### src/pkg/fbp_pkg.sv
package fbp_pkg;

  // ---------------------------------------------------------------------------
  // Register indices; each register sits at byte address four times its index.
  // ---------------------------------------------------------------------------
  localparam logic [7:0] FBP_IDX_PORT_A_PIN_DATA = 8'h05;
  localparam logic [7:0] FBP_IDX_COMPARATOR_CONTROL = 8'h1F;
  localparam logic [7:0] FBP_IDX_PORT_A_DIRECTION = 8'h85;
  localparam logic [7:0] FBP_IDX_VOLTAGE_REFERENCE_CONTROL = 8'h9F;

  localparam int FBP_IDX_LSB = 2;
  localparam int FBP_IDX_MSB = 9;

  // ---------------------------------------------------------------------------
  // Widths and reset values.
  // ---------------------------------------------------------------------------
  localparam int FBP_PINS = 5;
  localparam logic [4:0] FBP_LATCH_RESET = 5'h00;
  localparam logic [4:0] FBP_DIR_RESET = 5'h1F;
  localparam logic [3:0] FBP_CMP_CTRL_RESET = 4'h0;
  localparam logic [7:0] FBP_VREF_RESET = 8'h00;
  localparam logic [7:0] FBP_VREF_WMASK = 8'hEF;

  // ---------------------------------------------------------------------------
  // Field positions.
  // ---------------------------------------------------------------------------
  localparam int FBP_CMP_MODE_MSB = 2;
  localparam int FBP_CMP_SWITCH_BIT = 3;
  localparam int FBP_CMP_FIRST_BIT = 6;
  localparam int FBP_CMP_SECOND_BIT = 7;
  localparam int FBP_VREF_ENABLE_BIT = 7;
  localparam int FBP_VREF_OUT_BIT = 6;
  localparam int FBP_PIN_VREF = 2;
  localparam int FBP_PIN_CMP_A = 3;
  localparam int FBP_PIN_CMP_B = 4;

  // ---------------------------------------------------------------------------
  // Comparator mode encodings seen by the port.
  // ---------------------------------------------------------------------------
  localparam logic [2:0] FBP_MODE_RESET = 3'h0;
  localparam logic [2:0] FBP_MODE_EXPORT = 3'h6;
  localparam logic [2:0] FBP_MODE_OFF = 3'h7;
  localparam logic [4:0] FBP_ANALOG_ALL = 5'h0F;
  localparam logic [4:0] FBP_ANALOG_EXPORT = 5'h07;
  localparam logic [4:0] FBP_ANALOG_NONE = 5'h00;

  localparam logic [1:0] FBP_HTRANS_NONSEQ = 2'h2;
  localparam logic [1:0] FBP_HRESP_OKAY = 2'h0;

endpackage

### src/rtl/fbp_port.sv
// Implementation choice: the AHB-Lite register port.
`timescale 1ns/1ps
module fbp_port
  import fbp_pkg::*;
#(
  parameter int ADDR_WIDTH = 32
)
(
  input wire logic hclk,
  input wire logic hresetn,
  input wire logic hsel,
  input wire logic [ADDR_WIDTH-1:0] haddr,
  input wire logic [1:0] htrans,
  input wire logic hwrite,
  input wire logic [2:0] hsize,
  input wire logic [31:0] hwdata,
  input wire logic hready,
  output logic hreadyout,
  output logic [1:0] hresp,
  output logic [31:0] hrdata,
  input wire logic [4:0] port_pin_in,
  output logic [4:0] port_pin_out,
  output logic [4:0] port_pin_oe,
  input wire logic first_comparator_result_in,
  input wire logic second_comparator_result_in,
  output logic timer_external_clock_in,
  output logic [2:0] comparator_mode,
  output logic comparator_input_switch,
  output logic comparator_inputs_grounded,
  output logic [7:0] voltage_reference_control_out
);

  // ---------------------------------------------------------------------------
  // Synchronisers for pins and comparator results.
  // ---------------------------------------------------------------------------
  logic [4:0] pin_meta;
  logic [4:0] pin_sync;
  logic [1:0] cmp_meta;
  logic [1:0] cmp_sync;

  always_ff @(posedge hclk or negedge hresetn)
  begin
    if (!hresetn)
    begin
      pin_meta <= 5'h00;
      pin_sync <= 5'h00;
      cmp_meta <= 2'h0;
      cmp_sync <= 2'h0;
    end
    else
    begin
      pin_meta <= port_pin_in;
      pin_sync <= pin_meta;
      cmp_meta <= {second_comparator_result_in, first_comparator_result_in};
      cmp_sync <= cmp_meta;
    end
  end

  // ---------------------------------------------------------------------------
  // Bus address phase capture.
  // ---------------------------------------------------------------------------
  logic accept;
  logic wr_pend;
  logic rd_pend;
  logic addr_ok;
  logic [7:0] idx;
  logic [7:0] next_idx;
  logic [ADDR_WIDTH-1:0] upper_mask;

  assign accept = hsel && hready && (htrans == FBP_HTRANS_NONSEQ);
  assign next_idx = haddr[FBP_IDX_MSB:FBP_IDX_LSB];
  assign upper_mask = ~ADDR_WIDTH'(10'h3FF);

  always_ff @(posedge hclk or negedge hresetn)
  begin
    if (!hresetn)
    begin
      wr_pend <= 1'b0;
      rd_pend <= 1'b0;
      idx <= 8'h00;
      addr_ok <= 1'b0;
    end
    else
    begin
      wr_pend <= accept && hwrite;
      rd_pend <= accept && !hwrite;
      if (accept)
      begin
        idx <= next_idx;
        addr_ok <= ((haddr & upper_mask) == '0) && (haddr[1:0] == 2'h0);
      end
    end
  end

  // Reads take one wait state so that the answer comes from a flip-flop and
  // already sees a write made by the transfer just before it.
  always_ff @(posedge hclk or negedge hresetn)
  begin
    if (!hresetn)
    begin
      hreadyout <= 1'b1;
    end
    else
    begin
      hreadyout <= !(accept && !hwrite);
    end
  end

  always_ff @(posedge hclk or negedge hresetn)
  begin
    if (!hresetn)
    begin
      hresp <= FBP_HRESP_OKAY;
    end
    else
    begin
      hresp <= FBP_HRESP_OKAY;
    end
  end

  logic wr_port;
  logic wr_dir;
  logic wr_cmp;
  logic wr_vref;

  assign wr_port = wr_pend && addr_ok && (idx == FBP_IDX_PORT_A_PIN_DATA);
  assign wr_dir = wr_pend && addr_ok && (idx == FBP_IDX_PORT_A_DIRECTION);
  assign wr_cmp = wr_pend && addr_ok && (idx == FBP_IDX_COMPARATOR_CONTROL);
  assign wr_vref = wr_pend && addr_ok && (idx == FBP_IDX_VOLTAGE_REFERENCE_CONTROL);

  // ---------------------------------------------------------------------------
  // Registers.
  // ---------------------------------------------------------------------------
  logic [4:0] port_latch;
  logic [4:0] port_a_direction;
  logic [3:0] cmp_ctrl;
  logic [7:0] vref_ctrl;

  // The core performs the read and the modify; the latch takes the whole
  // result, so an input pin's level is copied into its latch bit.
  always_ff @(posedge hclk or negedge hresetn)
  begin
    if (!hresetn)
    begin
      port_latch <= FBP_LATCH_RESET;
    end
    else if (wr_port)
    begin
      port_latch <= hwdata[FBP_PINS-1:0];
    end
  end

  always_ff @(posedge hclk or negedge hresetn)
  begin
    if (!hresetn)
    begin
      port_a_direction <= FBP_DIR_RESET;
    end
    else if (wr_dir)
    begin
      port_a_direction <= hwdata[FBP_PINS-1:0];
    end
  end

  always_ff @(posedge hclk or negedge hresetn)
  begin
    if (!hresetn)
    begin
      cmp_ctrl <= FBP_CMP_CTRL_RESET;
    end
    else if (wr_cmp)
    begin
      cmp_ctrl <= hwdata[FBP_CMP_SWITCH_BIT:0];
    end
  end

  always_ff @(posedge hclk or negedge hresetn)
  begin
    if (!hresetn)
    begin
      vref_ctrl <= FBP_VREF_RESET;
    end
    else if (wr_vref)
    begin
      vref_ctrl <= hwdata[7:0] & FBP_VREF_WMASK;
    end
  end

  // ---------------------------------------------------------------------------
  // Pin function selection.
  // ---------------------------------------------------------------------------
  logic [2:0] mode;
  logic [4:0] analog_in;
  logic export_mode;
  logic vref_out;

  assign mode = cmp_ctrl[FBP_CMP_MODE_MSB:0];
  assign export_mode = (mode == FBP_MODE_EXPORT);
  assign vref_out = vref_ctrl[FBP_VREF_ENABLE_BIT] && vref_ctrl[FBP_VREF_OUT_BIT];

  // Pins zero to three are comparator inputs in every mode but off; in export
  // mode pin three instead drives the first comparator result when its direction bit is clear. Pin four is never analog input.
  always_comb
  begin
    case (mode)
      FBP_MODE_OFF: analog_in = FBP_ANALOG_NONE;
      FBP_MODE_EXPORT: analog_in = FBP_ANALOG_EXPORT;
      default: analog_in = FBP_ANALOG_ALL;
    endcase
  end

  // ---------------------------------------------------------------------------
  // Pin drivers.
  // ---------------------------------------------------------------------------
  logic [4:0] drive_val;
  logic [4:0] next_pin_out;
  logic [4:0] next_pin_oe;

  always_comb
  begin
    drive_val = port_latch;
    if (export_mode)
    begin
      drive_val[FBP_PIN_CMP_A] = cmp_sync[0];
      drive_val[FBP_PIN_CMP_B] = cmp_sync[1];
    end
    next_pin_out = drive_val;
    next_pin_out[FBP_PIN_CMP_B] = 1'b0;
    // Direction governs every driver, comparator pins included.
    next_pin_oe = ~port_a_direction;
    next_pin_oe[FBP_PIN_CMP_B] = !port_a_direction[FBP_PIN_CMP_B]
      && !drive_val[FBP_PIN_CMP_B];
    // The reference output owns pin two; the digital driver must let go.
    if (vref_out)
    begin
      next_pin_oe[FBP_PIN_VREF] = 1'b0;
    end
  end

  always_ff @(posedge hclk or negedge hresetn)
  begin
    if (!hresetn)
    begin
      port_pin_out <= 5'h00;
      port_pin_oe <= 5'h00;
    end
    else
    begin
      port_pin_out <= next_pin_out;
      port_pin_oe <= next_pin_oe;
    end
  end

  // ---------------------------------------------------------------------------
  // Side outputs to timer and analog blocks.
  // ---------------------------------------------------------------------------
  always_ff @(posedge hclk or negedge hresetn)
  begin
    if (!hresetn)
    begin
      timer_external_clock_in <= 1'b0;
      comparator_mode <= FBP_MODE_RESET;
      comparator_input_switch <= 1'b0;
      comparator_inputs_grounded <= 1'b1;
      voltage_reference_control_out <= FBP_VREF_RESET;
    end
    else
    begin
      timer_external_clock_in <= pin_sync[FBP_PIN_CMP_B];
      comparator_mode <= mode;
      comparator_input_switch <= cmp_ctrl[FBP_CMP_SWITCH_BIT];
      comparator_inputs_grounded <= (mode == FBP_MODE_RESET);
      voltage_reference_control_out <= vref_ctrl;
    end
  end

  // ---------------------------------------------------------------------------
  // Read data.
  // ---------------------------------------------------------------------------
  logic [31:0] read_val;

  always_comb
  begin
    read_val = 32'h0000_0000;
    if (addr_ok)
    begin
      case (idx)
        FBP_IDX_PORT_A_PIN_DATA: read_val[4:0] = pin_sync & ~analog_in;
        FBP_IDX_PORT_A_DIRECTION: read_val[4:0] = port_a_direction;
        FBP_IDX_COMPARATOR_CONTROL:
        begin
          read_val[FBP_CMP_SWITCH_BIT:0] = cmp_ctrl;
          read_val[FBP_CMP_FIRST_BIT] = cmp_sync[0];
          read_val[FBP_CMP_SECOND_BIT] = cmp_sync[1];
        end
        FBP_IDX_VOLTAGE_REFERENCE_CONTROL: read_val[7:0] = vref_ctrl;
        default: read_val = 32'h0000_0000;
      endcase
    end
  end

  always_ff @(posedge hclk or negedge hresetn)
  begin
    if (!hresetn)
    begin
      hrdata <= 32'h0000_0000;
    end
    else if (rd_pend)
    begin
      hrdata <= read_val;
    end
  end

endmodule // fbp_port

### config.mk
export PLATFORM = sky130hd
export DESIGN_NAME = fbp_port
export DESIGN_NICKNAME = d
export VERILOG_FILES = /design/src/pkg/fbp_pkg.sv /design/src/rtl/fbp_port.sv
export SDC_FILE = /design/constraint.sdc
export NUM_CORES = 1
export LEC_CHECK = 0
export BUFFER_PORTS_ARGS = -buffer_cell sky130_fd_sc_hd__buf_4
export CORE_MARGIN = 2
export CORE_UTILIZATION = 24
export CTS_BUF_LIST = sky130_fd_sc_hd__clkbuf_8 sky130_fd_sc_hd__clkbuf_16
export CTS_CLUSTER_DIAMETER = 200
export DETAILED_ROUTE_END_ITERATION = 8
export GPL_TIMING_DRIVEN = 0
export PLACE_DENSITY = 0.56
export SLEW_MARGIN = 40
export SYNTH_ARGS = -nofsm -noshare
export SYNTH_HDL_FRONTEND = slang
export SYNTH_SLANG_ARGS = --single-unit
export TNS_END_PERCENT = 30
### constraint.sdc
create_clock -name hclk -period 1.84 [get_ports hclk]
set_input_delay 0.368 -clock hclk [delete_from_list [all_inputs] [get_ports hclk]]
set_output_delay 0.368 -clock hclk [all_outputs]
set_load 0.05 [all_outputs]
==> results.toml <==
[setup_path]
slowest_delay_ns = 0.43
crit_arrival_ns = 1.94
crit_chain = "nor3_1, nand3b_1, mux2_2"
critical_path.startpoint = "idx[1]"
cp_top_family = "simple AND/OR/NAND/NOR gates"
worstSetupStartpointType = "register"
rr_startpoint = "idx[1]"
critPathSlowestCell = "nor3_1"
path_max_fanout = 5
setup.worst_path.class = "reg -> reg"
path_buf_inv = 0
critPathRequiredTime_ns = 2.10
setup.worst_path.end_class = "register"

[route]
vias = 1960
drtAntennaViolNets = 0
wl_per_cell_um = 12.8
first_pass_iters = 4
drc = 0
viasPerCell = 3.81
routed_wl_um = 6610
drt-initial-drc-count = 140

[place]
io_buffers = 84
place.gp.congestion = 0.781
dp_hpwl_um = 4910
placed_cells = 499

[synthesis]
yosysWarnings = 0
ys_seq_area_frac = 0.632
synthTopCellsByCount = "dfrtp_1, buf_4, mux2_2, mux2_4, inv_1"
ys_types = 34
synthFlopType = "dfrtp_1"
async_reset_ff_frac = 1.00
syn_inst = 216
yosysMostFrequentCell = "dfrtp_1"
synthTopCellsByArea = "dfrtp_1, mux2_2, buf_4, dfstp_2, mux2_4"
ys_ff_latch = 77
synth_top_area_frac = 0.572
syn_area_sq_um = 3060
synth_top_cell_by_area = "dfrtp_1"
synth_edf_count = 0
syn_avg_cell_area_sq_um = 14.2

[layout]
multi_input_area_sq_um = 927
utilization = 0.343
antenna_cells = 0
area.growth.synth_to_final_pct = 40.4
drive_gt1_frac = 0.519
fin_cells = 515
fill_cells = 1281
seq_area_sq_um = 1940
num-nets-final = 419

[cts]
clkLatencyLatePin_ns = 0.33
numCtsBuffers = 9
cts_tree = "done"
clockRootBuffer = "clkbuf_16"
cts_max_path_buffers = 2
clock-sinks = 77
htreeDepth = 3
cts.clk_slew.worst_paths_ns = 0.06
cts-hold-fix-buffers = 0

[floorplan]
die_x_um = 117
start_util = 0.245
core_area_sq_um = 12500
pin_count = 140
die_h_um = 117
num_rows = 41
die_area_sq_um = 13700

[grt]
grt_pass1_wl_um = 10200
grt_pass1_vias = 1982
antenna_found_initial = 0
track_usage = 0.102
grt_overflow_total = 0
grt_max_degree = 78

[timing]
timing.fmax_mhz = 595
relSlewSlack = 0.546
period_minus_slack_ns = 1.68
worst_pin_slew_ns = 0.681
grt_setup_unrepaired = "no"
final_hold_viol_count = 0
skew_ns = 0.00598
setup_viol = 0
tns_ns = 0
final_max_slew_viol_count = 0
period_share = 0.913

[hold_path]
hp-class = "in -> async"

[run_status]
status = "completed"

[job]
drv_cap = 0

[power]
vdd.ir_drop.worst_mv = 0.394
power_density_nw_per_um2 = 924
leakage_nw = 2.14
-- power by group --
part           switching (mW)  internal, mW  leakage (nW)
Clock                   0.701         0.928         0.137
Combinational           0.312         0.216          1.03
Sequential             0.0362          1.78         0.970
Total                    1.05          2.92          2.14
-- cell type report --
| class | count | area share |
|---|---|---|
| timing repair buffer | 84 | 0.148 |
| inverter | 9 | 0.00786 |
| sequential | 77 | 0.450 |
| clock buffer | 9 | 0.0524 |
| tap | 172 | 0.0501 |
| clock inverter | 7 | 0.0131 |
| buffer | 36 | 0.0629 |
| multi-input combinational | 121 | 0.216 |
-- state kept, by name, summed over array words and instances (netlist names), 2 cells and up --
| signal | flops |
|---|---|
| voltage_reference_control_out | 7 |
| pin_sync | 5 |
| cmp_meta | 2 |
| cmp_sync | 2 |
| port_pin_out | 4 |
| hrdata | 8 |
| comparator_mode | 3 |
| vref_ctrl | 7 |
| idx | 8 |
| port_a_direction | 5 |
| port_latch | 5 |
| port_pin_oe | 5 |
| pin_meta | 5 |
| cmp_ctrl | 4 |
-- layout by cell type, fill, tap and decap left out, types with 3 or more instances in the layout --
cell and instances:
a22oi_1 3, a41oi_1 3, and3_1 3, buf_4 112
buf_6 4, clkbuf_16 9, conb_1 28, dfrtp_1 70
dfstp_2 7, inv_1 9, inv_6 3, mux2_2 24
mux2_4 11, mux2i_1 3, nand2_1 3, nand3_1 3
nor2b_1 6, nor4_1 6, o21ai_0 3, o22ai_1 4
-- per-layer routing --
| layer | wire, um | global-route usage | up-vias |
|---|---|---|---|
| li1 | - | - | 939 |
| met2 | 3270 | 0.161 | 87 |
| met5 | 0 | 0 | - |
| met1 | 2640 | 0.123 | 923 |
| met3 | 554 | 0.0412 | 11 |
| met4 | 145 | 0.0431 | 0 |
-- what timing repair did --
action / in CTS / in global routing
setup buffers: 0 / 0
endpoints found under the setup margin: 0 / 5
gates resized for setup: 0 / 1
-- worst reg2reg max path: cells and delay by family, from the launching register on --
family	cells	cell delay (ns)
and+or+nand+nor	2	0.83
DFF	1	0.38
muxes	1	0.40
-- path summary, 6_finish.rpt --
| check | slack, ns | end | cells after the start |
|---|---|---|---|
| setup / recovery | 0.16 | port_a_direction[3] | 3 |
| hold / removal | 0.05 | comparator_mode[1] | 1 |
| setup reg to reg | 0.16 | port_a_direction[3] | 3 |
| hold reg to reg | 0.35 | pin_sync[2] | 0 |
| max in group asynchronous | 1.31 | hrdata[4] | 1 |
| min in group hclk | 0.14 | cmp_meta[0] | 1 |
-- through the flow --
stage	worst slack, ns	area [sq um]	power, mW	hold WS (ns)
3_3_place_gp	0.156	4010	2.36	0.335
3_5_place_dp	0.0941	4010	2.38	0.336
5_1_grt	0.0194	4300	4.17	0.120
6_report	0.159	4300	3.97	0.0529
4_1_cts	0.0717	4290	4.02	0.0852
2_1_floorplan	0.393	3160	2.18	0.0724
-- cell families (layout without fill, tap and decap cells) --
family                 Yosys count  count (layout)  share of synthesized area
flip-flops                      77              77                      0.632
buffers and inverters           45             145                     0.0993
multiplexers                    38              38                      0.152
AND/OR/NAND/NOR                 38              38                     0.0777
AO/OA/AOI/OAI                   17              17                     0.0372
other                            1              28                    0.00123
Power figures use the tool's default switching activity.
